**config.mk**
```make
export PLATFORM = sky130hd
export DESIGN_NAME = emo_decode
export DESIGN_NICKNAME = d
export VERILOG_FILES = /design/src/hw/emo_decode.v /design/src/hw/emo_term_sel.v /design/src/hw/emo_lock_timer.v
export VERILOG_INCLUDE_DIRS = /design/src /design/src/hw
export SDC_FILE = /design/constraint.sdc
export NUM_CORES = 1
export LEC_CHECK = 0
export BUFFER_PORTS_ARGS = -buffer_cell sky130_fd_sc_hd__buf_2
export CORE_UTILIZATION = 40
export DETAILED_ROUTE_END_ITERATION = 10
export PLACE_DENSITY_LB_ADDON = 0.2
export SYNTH_ARGS = -nofsm -noshare
export SYNTH_HDL_FRONTEND = slang
export SYNTH_SLANG_ARGS = --single-unit
```
**constraint.sdc**
```tcl
create_clock -name core_clk -period 2.6 [get_ports core_clk]
set_clock_uncertainty 0.1 [all_clocks]
set_input_delay 0.52 -clock core_clk [delete_from_list [all_inputs] [get_ports core_clk]]
set_output_delay 0.52 -clock core_clk [all_outputs]
set_load 0.005 [all_outputs]
```
**src/hw/emo_map.vh**
```
// Purpose: constants for the extended operating mode one decoder
// Assumes: bit positions of the 22-bit mode register word
// Notes: included by every design file of the block
`ifndef EMO_MAP_VH
`define EMO_MAP_VH
// ----------------------------------------
// register word layout
// ----------------------------------------
`define EMO_WORD_W 22
`define EMO_SEL_HI 20
`define EMO_SEL_LO 18
`define EMO_SEL_THIS 3'h1
`define EMO_SEL_DNU 3'h7
`define EMO_RSV_HI_BIT 21
`define EMO_RSV_LO_BIT 17
`define EMO_EQ_BIT2 13
`define EMO_QOFF_BIT 12
`define EMO_TSTRB_BIT 11
`define EMO_NOM_HI 10
`define EMO_NOM_LO 8
`define EMO_WLEV_BIT 7
`define EMO_EQ_BIT1 6
`define EMO_EQ_BIT0 5
`define EMO_AL_HI 4
`define EMO_AL_LO 3
`define EMO_ODI_HI 2
`define EMO_ODI_LO 1
`define EMO_DLL_BIT 0
// ----------------------------------------
// reset values of the held fields
// ----------------------------------------
`define EMO_RST_WORD 22'h000001
// ----------------------------------------
// encodings
// ----------------------------------------
`define EMO_AL_RSV 2'h3
`define EMO_TERM_OFF 3'h0
// ----------------------------------------
// timing
// ----------------------------------------
`define EMO_LOCK_CYC 768
`endif

```
**src/hw/emo_decode.v**
```verilog
// Purpose: decode and hold extended operating mode one from the command pins
// Assumes: command pins already synchronous to core_clk via two flops here
// Notes: only this register is held; other selections are ignored
`timescale 1ns/100ps
`include "emo_map.vh"
module emo_decode
#(
  parameter WIDE8 = 1,
  parameter LOCK_CYC = `EMO_LOCK_CYC
)
(
  input wire core_clk,
  input wire resetn,
  input wire cs_n,
  input wire act_n,
  input wire ras_n,
  input wire cas_n,
  input wire we_n,
  input wire [1:0] bg,
  input wire [1:0] ba,
  input wire [17:0] addr,
  input wire self_refresh,
  input wire loop_reset,
  input wire write_active,
  input wire term_ctl,
  input wire [2:0] write_termination,
  input wire [2:0] park_termination,
  output reg output_disable,
  output reg extra_termination_strobe,
  output reg [2:0] nominal_termination,
  output reg write_level_mode,
  output reg [2:0] receive_equalisation,
  output reg [1:0] extra_command_latency,
  output reg [1:0] driver_impedance_select,
  output reg loop_enable,
  output wire loop_running,
  output wire loop_locked,
  output wire write_term_unsafe,
  output reg [2:0] active_termination,
  output reg [1:0] termination_source,
  output reg bad_write
);
  // ----------------------------------------
  // input synchronisers
  // ----------------------------------------
  reg [26:0] pin_s1_r; // first stage, read only by second
  reg [26:0] pin_s2_r; // second stage
  reg [1:0] misc_s1_r; // self refresh and loop reset
  reg [1:0] misc_s2_r; // second stage of the two levels
  wire [26:0] pin_raw; // five command pins over the 22-bit word
  // address pins 16..14 carry nothing here and read as zero
  assign pin_raw = {cs_n, act_n, ras_n, cas_n, we_n, bg, ba, addr[17], 3'h0, addr[13:0]};
  // two flops on every command pin and on both levels before decode
  always @(posedge core_clk)
  begin
    if (!resetn)
    begin
      // reset: pins read as deselected, levels low
      pin_s1_r <= {27{1'b1}};
      pin_s2_r <= {27{1'b1}};
      misc_s1_r <= 2'h0;
      misc_s2_r <= 2'h0;
    end
    else
    begin
      // sample every edge; decode reads stage two only
      pin_s1_r <= pin_raw;
      pin_s2_r <= pin_s1_r;
      misc_s1_r <= {self_refresh, loop_reset};
      misc_s2_r <= misc_s1_r;
    end
  end
  // ----------------------------------------
  // command decode
  // ----------------------------------------
  wire [21:0] word; // register word from pins
  wire is_mrs; // mode register set seen
  wire [2:0] sel; // target register select
  wire hit; // this register addressed
  wire sr_now; // synchronised self refresh
  wire lreset_now; // synchronised loop reset
  reg sr_d_r; // self refresh last cycle
  reg lreset_d_r; // loop reset last cycle
  // map pins onto word bits 21..0
  assign word = pin_s2_r[21:0];
  assign is_mrs = !pin_s2_r[26] && pin_s2_r[25] && !pin_s2_r[24]
    && !pin_s2_r[23] && !pin_s2_r[22];
  assign sel = word[`EMO_SEL_HI:`EMO_SEL_LO];
  assign hit = is_mrs && (sel == `EMO_SEL_THIS);
  assign sr_now = misc_s2_r[1];
  assign lreset_now = misc_s2_r[0];
  // reserved bits or reserved codes written
  function rsv_bad;
    input [21:0] w;
    begin
      rsv_bad = w[`EMO_RSV_HI_BIT] || w[`EMO_RSV_LO_BIT]
        || (w[`EMO_AL_HI:`EMO_AL_LO] == `EMO_AL_RSV)
        || w[`EMO_ODI_HI]
        || (w[`EMO_SEL_HI:`EMO_SEL_LO] == `EMO_SEL_DNU);
    end
  endfunction
  // ----------------------------------------
  // word helpers
  // ----------------------------------------
  // equalisation bits sit apart in the word; gather them once
  function [2:0] eq_field;
    input [21:0] w;
    begin
      eq_field = {w[`EMO_EQ_BIT2], w[`EMO_EQ_BIT1], w[`EMO_EQ_BIT0]};
    end
  endfunction
  // ----------------------------------------
  // output buffer controls
  // ----------------------------------------
  // fields load only on a hit and hold otherwise
  always @(posedge core_clk)
  begin
    if (!resetn)
    begin
      // power-up: buffers connected, no strobe termination
      output_disable <= 1'b0;
      extra_termination_strobe <= 1'b0;
    end
    else if (hit)
    begin
      // cut off drivers and termination together
      output_disable <= word[`EMO_QOFF_BIT];
      // strobe termination only exists in by-eight parts
      extra_termination_strobe <= word[`EMO_TSTRB_BIT] && (WIDE8 != 0);
    end
    else
    begin
      // no command for us: keep last written values
      output_disable <= output_disable;
      extra_termination_strobe <= extra_termination_strobe;
    end
  end
  // ----------------------------------------
  // termination and leveling fields
  // ----------------------------------------
  // nominal code is stored raw; the selector interprets it
  always @(posedge core_clk)
  begin
    if (!resetn)
    begin
      // power-up: nominal termination off, normal writes
      nominal_termination <= `EMO_TERM_OFF;
      write_level_mode <= 1'b0;
    end
    else if (hit)
    begin
      // all eight nominal codes are legal
      nominal_termination <= word[`EMO_NOM_HI:`EMO_NOM_LO];
      // leveling mode follows the bit directly
      write_level_mode <= word[`EMO_WLEV_BIT];
    end
    else
    begin
      // hold until this register is selected again
      nominal_termination <= nominal_termination;
      write_level_mode <= write_level_mode;
    end
  end
  // ----------------------------------------
  // latency, impedance and equalisation fields
  // ----------------------------------------
  // reserved codes are stored as written and flagged below
  always @(posedge core_clk)
  begin
    if (!resetn)
    begin
      // power-up: no extra latency, lowest impedance code
      receive_equalisation <= 3'h0;
      extra_command_latency <= 2'h0;
      driver_impedance_select <= 2'h0;
    end
    else if (hit)
    begin
      // equalisation has no function; held for its output only, the flag reads the word
      receive_equalisation <= eq_field(word);
      // latency code relative to the read latency setting
      extra_command_latency <= word[`EMO_AL_HI:`EMO_AL_LO];
      // only the two lowest codes name a driver strength
      driver_impedance_select <= word[`EMO_ODI_HI:`EMO_ODI_LO];
    end
    else
    begin
      // keep the last written codes
      receive_equalisation <= receive_equalisation;
      extra_command_latency <= extra_command_latency;
      driver_impedance_select <= driver_impedance_select;
    end
  end
  // ----------------------------------------
  // loop enable and reserved flag
  // ----------------------------------------
  // loop comes up enabled so the lock timer can run at once
  always @(posedge core_clk)
  begin
    if (!resetn)
    begin
      // power-up: loop on, nothing flagged
      loop_enable <= 1'b1;
      bad_write <= 1'b0;
    end
    else if (hit)
    begin
      // clearing the bit stops the loop and unlocks it
      loop_enable <= word[`EMO_DLL_BIT];
      // flag reserved settings; equalisation nonzero too
      bad_write <= rsv_bad(word) || (eq_field(word) != 3'h0);
    end
    else
    begin
      // flag stands until the next write to this register
      loop_enable <= loop_enable;
      bad_write <= bad_write;
    end
  end
  // ----------------------------------------
  // delay loop control
  // ----------------------------------------
  // loop runs when enabled and not in self refresh
  assign loop_running = loop_enable && !sr_now;
  wire lock_restart; // reset pulse or self refresh exit
  // edges on the second stage only
  always @(posedge core_clk)
  begin
    if (!resetn)
    begin
      // reset: idle levels, so no false edge follows
      sr_d_r <= 1'b0;
      lreset_d_r <= 1'b0;
    end
    else
    begin
      // delayed copies for edge detect
      sr_d_r <= sr_now;
      lreset_d_r <= lreset_now;
    end
  end
  assign lock_restart = (lreset_now && !lreset_d_r) || (sr_d_r && !sr_now);
  // lock countdown after each restart
  emo_lock_timer #(.LOCK_CYC(LOCK_CYC)) u_lock
  (
    .core_clk(core_clk),
    .resetn(resetn),
    .loop_on(loop_running),
    .restart(lock_restart),
    .locked(loop_locked)
  );
  // write termination needs a locked loop
  assign write_term_unsafe = (write_termination != `EMO_TERM_OFF) && !loop_locked;
  // ----------------------------------------
  // termination choice
  // ----------------------------------------
  wire [1:0] src_c; // combinational source
  wire [2:0] code_c; // combinational code
  emo_term_sel u_term
  (
    .out_disable(output_disable),
    .write_active(write_active),
    .term_ctl(term_ctl),
    .nominal_code(nominal_termination),
    .write_code(write_termination),
    .park_code(park_termination),
    .term_source(src_c),
    .term_code(code_c)
  );
  // register the chosen termination
  always @(posedge core_clk)
  begin
    if (!resetn)
    begin
      // reset: no termination applied
      active_termination <= `EMO_TERM_OFF;
      termination_source <= 2'h0;
    end
    else
    begin
      // follow the selector one edge late
      active_termination <= code_c;
      termination_source <= src_c;
    end
  end
endmodule

```
**src/hw/emo_term_sel.v**
```verilog
// Purpose: choose the active termination code for the data pins
// Assumes: codes are raw field values; zero means no termination
// Notes: write termination beats nominal, park applies with control low
`timescale 1ns/100ps
`include "emo_map.vh"
module emo_term_sel
(
  input wire out_disable,
  input wire write_active,
  input wire term_ctl,
  input wire [2:0] nominal_code,
  input wire [2:0] write_code,
  input wire [2:0] park_code,
  output reg [1:0] term_source,
  output reg [2:0] term_code
);
  // ----------------------------------------
  // selection
  // ----------------------------------------
  // source: 0 none, 1 park, 2 nominal, 3 write
  always @*
  begin
    term_source = 2'h0;
    term_code = `EMO_TERM_OFF;
    if (out_disable)
    begin
      // buffers cut off: no termination at all
      term_source = 2'h0;
    end
    else if (!term_ctl)
    begin
      // park value whenever control pin low and outputs enabled
      term_source = 2'h1;
      term_code = park_code;
    end
    else if (write_active && (write_code != `EMO_TERM_OFF))
    begin
      // write value even with nominal off
      term_source = 2'h3;
      term_code = write_code;
    end
    else
    begin
      term_source = 2'h2;
      term_code = nominal_code;
    end
  end
endmodule

```
**src/hw/emo_lock_timer.v**
```verilog
// Purpose: count the loop lock interval after a loop reset
// Assumes: restart pulse comes from the same clock domain
// Notes: locked stays low while the loop is off
`timescale 1ns/100ps
`include "emo_map.vh"
module emo_lock_timer
#(
  parameter LOCK_CYC = `EMO_LOCK_CYC
)
(
  input wire core_clk,
  input wire resetn,
  input wire loop_on,
  input wire restart,
  output reg locked
);
  reg [15:0] count_r; // cycles left to lock
  // ----------------------------------------
  // countdown
  // ----------------------------------------
  // restart loads the full interval; loop off forces unlocked
  always @(posedge core_clk)
  begin
    if (!resetn)
    begin
      // power-up waits one full interval like a restart
      count_r <= LOCK_CYC[15:0];
      locked <= 1'b0;
    end
    else if (!loop_on)
    begin
      count_r <= LOCK_CYC[15:0];
      locked <= 1'b0;
    end
    else if (restart)
    begin
      count_r <= LOCK_CYC[15:0];
      locked <= 1'b0;
    end
    else if (count_r != 16'h0000)
    begin
      count_r <= count_r - 16'h0001;
      locked <= 1'b0;
    end
    else
    begin
      locked <= 1'b1;
    end
  end
endmodule

```
# --- Yosys cells after proc, flatten, opt, wreduce, memory -nomap -nowiden ---
# Cells that the tools add are included.
word_totals:
  register_bits: 97
  out_inout_bits: 23
  word_cells: 63
  input_bits: 39
op_classes:
  muxes: 6
  n_eq_ne: 3
  add_sub_neg: 1
  reduce_logical: 29
  bitwise_logic: 3
ops:
  columns: ["cell", "n"]
  rows:
  - ["$mux 17", 1]
  - ["$reduce_bool 16->1", 1]
  - ["$sub 16x1->16 const B", 1]
  - ["$logic_and 1x1->1", 10]
  - ["$logic_not 1->1", 7]
  - ["$logic_or 1x1->1", 6]
  - ["$mux 3", 2]
  - ["$reduce_bool 3->1", 2]
  - ["$reduce_or 3->1", 2]
  - ["$eq 3x1->1 const B", 1]
  - ["$eq 3x3->1 const B", 1]
  - ["$mux 1", 3]
  - ["$not 1->1", 3]
  - ["$eq 2x2->1 const B", 1]
  - ["$reduce_or 2->1", 1]

# --- Logic depth before layout (Yosys ltp) ---
# Gate-level depths: netlist (run 1).
depth:
  depth_word: 6
  depth_mapped: 7
  ltp_nobuf: 6

# --- Modules after synthesis ---
# A second synthesis (run 1) with hierarchy kept.
unflattened:
  cells_unflattened: 318
  hier_area_um2: 3244.4
modules_own_cells:
  columns: ["module", "cells_per_inst", "seq_area_each_um2", "area_each_um2", "n_inst"]
  rows:
  - ["emo_decode", 201, 1481.4, 2273.4, 1]
  - ["emo_lock_timer", 98, 340.3, 858.3, 1]
  - ["emo_term_sel", 19, 0.0, 112.6, 1]

# --- Worst setup path before layout (run 1) ---
# Ideal clock, no wire load.
synth_timing:
  kind: "register to register"
  start: "register u_lock.count_r[0]"
  end: "register u_lock.count_r[11]"
  setup_slack_ns: 0.760
  arrival_ns: 1.670
  synth_period_minus_slack_ns: 1.840
  path_stages_with_launch: 8
  setup_time_ns: 0.070
  n_path_buf: 1
  t_required_ns: 2.430
  path_cell_list: "dfxtp_1 > inv_1 > ha_1 > nor4b_1 > and3_1 > clkbuf_1 > or4_1 > a21oi_1"
synth_between:
  elab_chain_len: 1
  word_cells_on_any_way: 2
  cone_classes: "add/sub: 1; reduce/logical: 1"
synth_rtl:
  columns: ["element", "line", "text"]
  rows:
  - ["from (decl)", "emo_lock_timer.v:17", "reg [15:0] count_r;"]
  - ["from (signal assigned)", "emo_lock_timer.v:27", "count_r <= LOCK_CYC[15:0];"]
  - ["from (signal assigned)", "emo_lock_timer.v:32", "count_r <= LOCK_CYC[15:0];"]
  - ["from (signal assigned)", "emo_lock_timer.v:37", "count_r <= LOCK_CYC[15:0];"]
  - ["$sub 16x1->16 or $reduce_bool 16->1 (tied branches)", "emo_lock_timer.v:42, emo_lock_timer.v:40", null]
# Several ways; a longest one is shown, not always the timed one.
# A chain may end at the register's enable or synchronous reset.

# --- Worst setup path after layout (run 1) ---
layout_timing:
  start: "register u_lock.count_r[0]"
  end: "register u_lock.count_r[12]"
# The elaborated chain is that of the path after synthesis.

==> flow_metrics.tcl, run 1 <==
set metrics [dict create \
    initial_antenna_violation_count 0 \
    worstSetupEndpointType "flip-flop" \
    synth_edf_count 0 \
    path_cells "inv_1 -> ha_1 -> nor4b_1 -> nand2_1 -> or4_1 -> a21oi_1" \
    num_antenna_cells 0 \
    synth.mux.area_fraction_pct 2.90 \
    post_synth_instance_area_um2 3110 \
    wl_per_cell_um 11.0 \
    synth-xor-area-share_pct 0.844 \
    clockRootBuffer "clkbuf_8" \
    peak_supply_drop_v 0.000451 \
    grt_util_met2_pct 21.2 \
    timing.critical_path.max_delay_family "simple AND/OR/NAND/NOR gates" \
    synth_seq_cells 91 \
    die-height_um 90.2 \
    detailed_place_hpwl_um 3410 \
    route.detailed.vias_per_inst 4.72 \
    floorplan.die_area_um2 8140 \
    max_slew_headroom_at_the_worst_pin_pct 59.8 \
    io_buffer_count 58 \
    p_leak_uw 0.00156 \
    cts_repair_resize_count 0 \
    critical_path_class "reg2reg" \
    grt_util_met3_pct 4.82 \
    groute.layer.met1.usage_pct 17.4 \
    routabilityCongestion 0.750 \
    fin_tns_setup_ns 0 \
    synth.distinct_cells 43 \
    synth_compound_gate_area_share_pct 7.24 \
    crit_required_ns 2.78 \
    timing.max_cap.violations 0 \
    combinational_family_with_the_most_area_after_synthesis "simple AND/OR/NAND/NOR gates" \
    drtAntennaViolNets 0 \
    grt_max_degree 71 \
    report.final.slew_viol_count 0 \
    grt.overflow.total 0 \
    clockBufferDepth 2 \
    wl_um 5090 \
    crit_path_start_kind "flip-flop" \
    synth.yosys.seq_area_share_pct 58.5 \
    async_reset_ff_share_pct 0 \
    synthesis.nets 338 \
    cp_max_fo 6 \
    gr_peak_layer "met2" \
    setup-violations-final 0 \
    path_clk_slew_ns 0.09 \
    tritoncts "done" \
    number_of_global_route_vias_before_repair 2030 \
    tritoncts.num_buffers 9 \
    later_pin_clock_latency_in_the_skew_report_ns 0.35 \
    worstHoldPathType "in2reg" \
    final_hold_viol_count 0 \
    yosys-top-cells-count "91 x dfxtp_1, 52 x nand2b_1, 18 x nor2_1, 17 x nand2_1, 10 x clkbuf_1" \
    highest_achievable_clock_rate_ghz 0.479 \
    design.final.nets 399 \
    power.density_nw_per_um2 746 \
    yosys_most_used_dff "dfxtp_1" \
    critical-path-slowest-cell "nor4b_1" \
    avgSynthCellArea_um2 10.4 \
    clock-sinks 91 \
    final_layout_size_suffix_gt1_share_pct 23.1 \
    horizontal_extent_of_the_die_um 90.2 \
    synth_top_area_cell "dfxtp_1" \
    synth_fa_ha_area_share_pct 0.402 \
    hold_worst_slack_ns 0.242 \
    grt_use_total_pct 13.8 \
    cts_setup_buffers 0 \
    ys_warn_count 0 \
    finish.cell_count_without_fillers 463 \
    initial_core_util_pct 42.2 \
    post_synth_and_or_nand_nor_area_fraction_pct 28.1 \
    power_uw 2780 \
    post-synth-top-area-fraction_pct 58.5 \
    synthTopCellsByArea "dfxtp_1 59%, nand2b_1 10%, mux2i_1 2.9%, nor2_1 2.2%, nand2_1 2.1%" \
    worst_path_largest_cell_delay_ns 0.48 \
    vias 2186 \
    core.rowCount 31 \
    wire_length_of_the_first_global_routing_pass_um 8910 \
    post-synth-top-count-cell "dfxtp_1" \
    dp.cells 447 \
    cts_max_level 3 \
    drt-initial-drc-count 75 \
    unrepaired_setup_endpoints_after_global_routing "false" \
    tightest_slew_ns 0.603 \
    drc 0 \
    run_status "complete, no violations" \
    critical_path_arrival_ns 2.27 \
    netlist_instances 298 \
    layout_worst_path_cycle_share_pct 80.2 \
    core_um2 7370 \
    cts_hold_repair.buffers 0 \
    area_delta_synth_final_pct 20.0 \
    firstDrtPassIters 4 \
    timing.critical_path.buf_inv 1 \
    count_of_pins_on_the_block_boundary 62 \
    timing.final.crit_period_ns 2.09 \
]
-- kinds of logic (layout without fill, tap and decap cells) --
kind of cell / Yosys count / after routing
mux: 9 / 9
fa+ha+maj: 1 / 1
simple gates: 146 / 146
buf+inv: 14 / 80
flops: 91 / 91
xor+xnor: 3 / 3
compound gates: 34 / 34
-- sequential cells by signal, indices dropped and copies added, names as in the netlist, 3 cells and up --
register and cells:
active_termination 3, nominal_termination 3, pin_s1_r 24, pin_s2_r 24, receive_equalisation 3, u_lock.count_r 16
-- per-layer routing --
| layer | wire (um) | up-vias |
|---|---|---|
| met3 | 219 | 9 |
| met1 | 2500 | 995 |
| met2 | 2280 | 44 |
| met4 | 96 | 0 |
| met5 | 0 | - |
| li1 | - | 1138 |
-- cells in the final DEF, fill, tap and decap left out, types with 3 or more instances in the layout --
master,synthesis,routed
or3_1,7,7
nor4_1,3,3
clkbuf_8,0,10
dfxtp_1,91,91
or4_1,4,4
buf_4,0,3
and2_1,7,7
nand3_1,7,7
a21boi_0,6,6
nor3_1,6,6
a21oi_1,8,8
nor2b_1,9,9
inv_1,3,3
nand2b_1,52,52
buf_2,0,58
nand2_1,17,17
nor2_1,18,18
o21ai_0,7,7
o31ai_1,3,3
mux2i_1,9,9
-- layout make-up --
cell class	count	area [um^2]
clock inverter	6	96.3
tap	99	124
clock buffer	10	138
timing repair buffer	61	313
fill	708	3640
inverter	3	11.3
sequential	91	1820
multi-input combinational	193	1230
-- report_power, final --
group	total, uW	leakage (uW)	internal, uW	switching [uW]
clock network	1080	0.000115	579	498
registers	1500	0.000749	1460	39.7
logic	209	0.000696	107	102
total	2780	0.00156	2150	639
-- worst reg2reg max path, stage by stage (launching register included) --
cell and delay (ns):
dfxtp_1 0.33, inv_1 0.09, ha_1 0.18, nor4b_1 0.48, nand2_1 0.26, or4_1 0.45, a21oi_1 0.14
-- metrics by stage --
step	util, %	instance area [um^2]	worst slack (ns)
floorplan	-	3110	0.760
global placement	47.5	3500	0.620
detailed placement	47.5	3500	0.582
CTS	50.7	3730	0.473
global route	50.7	3730	0.318
finish	50.7	3730	0.514
-- path summary, 6_finish.rpt --
path,startpoint,endpoint,slack [ns],cells past startpoint
worst min register to register,pin_s1_r[12],pin_s2_r[12],0.31,1
worst min-delay path,ba[1],pin_s1_r[19],0.24,2
worst max register to register,u_lock.count_r[0],u_lock.count_r[12],0.51,6
worst max-delay path,u_lock.count_r[0],u_lock.count_r[12],0.51,6
(Power assumes the default switching activity.)
==> run 2: changes to the inputs <==
--- a/config.mk
+++ b/config.mk
@@ -6,6 +6,7 @@
 export SDC_FILE = /design/constraint.sdc
 export NUM_CORES = 1
 export LEC_CHECK = 0
+export ABC_AREA = 1
 export BUFFER_PORTS_ARGS = -buffer_cell sky130_fd_sc_hd__buf_2
 export CORE_UTILIZATION = 40
 export DETAILED_ROUTE_END_ITERATION = 10
==> constraint.sdc (replaced) <==
create_clock -name core_clk -period 2.1 [get_ports core_clk]
set_clock_uncertainty 0.1 [all_clocks]
set_input_delay 0.42 -clock core_clk [delete_from_list [all_inputs] [get_ports core_clk]]
set_output_delay 0.42 -clock core_clk [all_outputs]
set_load 0.005 [all_outputs]
==> flow_metrics.tcl, run 2 <==
set metrics [dict create \
    worst_path_largest_cell_delay_ns 0.37 \
    number_of_global_route_vias_before_repair 2298 \
    power.density_nw_per_um2 905 \
    cts_repair_resize_count 0 \
    initial_antenna_violation_count 0 \
    drt-initial-drc-count 64 \
    horizontal_extent_of_the_die_um 92.7 \
    yosys_most_used_dff "dfxtp_1" \
    count_of_pins_on_the_block_boundary 62 \
    initial_core_util_pct 41.9 \
    internal-power_uw 2670 \
    clockRootBuffer "clkbuf_8" \
    timing.max_cap.violations 0 \
    crit_required_ns 2.24 \
    final_hold_viol_count 0 \
    power.net_switching_uw 858 \
    drc 0 \
    core_um2 7850 \
    firstDrtPassIters 4 \
    leading_cell_type_in_the_layout_fill_and_taps_excluded "nand2_1" \
    worstSetupEndpointType "flip-flop" \
    cts_max_level 3 \
    run_status "complete, no violations" \
    critical_path_arrival_ns 1.68 \
    yosys-top-cells-count "105 x nand2_1, 91 x dfxtp_1, 84 x inv_1, 59 x nor2_1, 16 x nand3_1" \
    multi_input_area_um2 1090 \
    report.final.slew_viol_count 0 \
    synthTopCellsByArea "dfxtp_1 55%, nand2_1 12%, inv_1 9.6%, nor2_1 6.7%, nand3_1 2.4%" \
    worstHoldPathType "in2reg" \
    p_leak_uw 0.00209 \
    wl_um 5610 \
    crit_path_start_kind "flip-flop" \
    layout.cells.most_common_list "105 x nand2_1, 91 x dfxtp_1, 84 x inv_1" \
    post-synth-top-area-fraction_pct 55.4 \
    synthesis.nets 461 \
    drtAntennaViolNets 0 \
    core.rowCount 32 \
    critical-path-slowest-cell "dfxtp_1" \
    regArea_um2 1820 \
    io_buffer_count 58 \
    path_cells "inv_1 -> ha_1 -> nand2_2 -> nor2_8 -> nand2_8 -> nand2_2 -> o21ai_2" \
    netlist_instances 421 \
    synth.yosys.seq_area_share_pct 55.4 \
    pwr-share-clk_pct 36.0 \
    synth_edf_count 0 \
    unrepaired_setup_endpoints_after_global_routing "false" \
    path_clk_slew_ns 0.08 \
    critical_path_class "reg2reg" \
    final.fill_count 816 \
    async_reset_ff_share_pct 0 \
    floorplan.die_area_um2 8590 \
    layout_worst_path_cycle_share_pct 73.6 \
    die-height_um 92.7 \
    biggest_regs "pin_s1_r x24, pin_s2_r x24, u_lock.count_r x16" \
    cts_setup_buffers 0 \
    setup-violations-final 0 \
    peak_supply_drop_v 0.000338 \
    num_antenna_cells 0 \
    grt.overflow.total 0 \
    synth_seq_cells 91 \
    tritoncts.num_buffers 9 \
    clock-sinks 91 \
    wl_per_cell_um 9.52 \
    tightest_slew_ns 0.326 \
    clockBufferDepth 2 \
    synth_top_area_cell "dfxtp_1" \
    final_layout_size_suffix_gt1_share_pct 19.5 \
    utilization_pct 49.6 \
    synth.distinct_cells 26 \
    area_delta_synth_final_pct 18.4 \
    wire_length_of_the_first_global_routing_pass_um 9840 \
    tritoncts "done" \
    power.share.combinational_pct 11.2 \
    post-synth-top-count-cell "nand2_1" \
    highest_achievable_clock_rate_ghz 0.647 \
    detailed_place_hpwl_um 3950 \
    vias 2455 \
    cp_max_fo 10 \
    avgSynthCellArea_um2 7.82 \
    max_slew_headroom_at_the_worst_pin_pct 78.3 \
    cts_hold_repair.buffers 0 \
    power.share.sequential_pct 52.8 \
    path_common_cell "nand2_2" \
    routabilityCongestion 0.816 \
    ys_warn_count 0 \
    post_synth_instance_area_um2 3290 \
    timing.final.crit_period_ns 1.55 \
    design.final.nets 522 \
    grt_max_degree 37 \
    later_pin_clock_latency_in_the_skew_report_ns 0.34 \
    switching_share_pct 24.3 \
    fin_tns_setup_ns 0 \
    grt_use_total_pct 14.7 \
    route.detailed.vias_per_inst 4.17 \
    power_uw 3520 \
]
[run 2: changes by cell type after synthesis, sizes merged, moves of 5 or more]
cell	previous run	this run
nor2b	9	0
nand2	18	113
and2	7	0
nand2b	52	0
o21ai	7	16
nor2	18	66
or4	5	0
mux2i	9	0
or3	8	0
inv	3	85
nand3	7	16
a21boi	6	0
[run 2: kinds of logic after synthesis]
| family | after synthesis | synth area share, % |
|---|---|---|
| DFF | 91 | 55.4 |
| and+or+nand+nor | 202 | 27.1 |
| buffers and inverters | 96 | 11.4 |
| adders and majority gates | 1 | 0.380 |
| xor gates and xnor gates | 6 | 1.60 |
| AOI/OAI and AO/OA | 25 | 4.22 |
[run 2: stage by stage]
step	cell area (um^2)	setup WS (ns)	hold slack, ns	instances
floorplan	3290	0.753	0.280	421
global placement	3680	0.567	0.281	573
detailed placement	3680	0.543	0.287	573
CTS	3890	0.544	0.116	589
global route	3890	0.457	0.124	589
finish	3890	0.555	0.138	589
[run 2: worst max-delay path: cells and delay by family (launching register included)]
kind | cells | cell delay, ns
simple gates | 4 | 0.60
compound gates | 1 | 0.06
buf+inv | 1 | 0.10
flops | 1 | 0.37
fa+ha+maj | 1 | 0.21
[run 2: path summary, 6_finish.rpt]
kind | startpoint | to | slack, ns | cells after the start
setup / recovery | u_lock.count_r[0] | u_lock.count_r[0] | 0.55 | 7
hold reg to reg | pin_s1_r[10] | pin_s2_r[10] | 0.30 | 2
hold / removal | ba[0] | pin_s1_r[18] | 0.14 | 3
setup reg to reg | u_lock.count_r[0] | u_lock.count_r[0] | 0.55 | 7
[run 2: layer usage]
| metal | vias to the layer above | global-route usage, % | part of all wire [%] |
|---|---|---|---|
| met3 | 10 | 3.69 | 4.9 |
| li1 | 1359 | - | - |
| met4 | 0 | 8.08 | 2.3 |
| met5 | - | 0 | 0 |
| met1 | 1042 | 16.5 | 47 |
| met2 | 44 | 25.3 | 46 |
[run 2: power by group through the flow]
stage | clock (uW) | combinational (uW) | sequential [uW]
after floorplan | 0 | 308 | 1890
after global placement | 0 | 388 | 1900
after detailed placement | 0 | 397 | 1900
after CTS | 1320 | 400 | 1860
after global routing | 1400 | 453 | 1870
final | 1270 | 395 | 1860
[run 2: final cells by class]
type | instances | share of cell area (%)
Timing Repair Buffer | 61 | 8.03
Multi-Input combinational cell | 234 | 28.1
Inverter | 85 | 8.19
Sequential cell | 91 | 46.8
Clock inverter | 4 | 1.90
Tap cell | 102 | 3.28
Clock buffer | 12 | 3.73
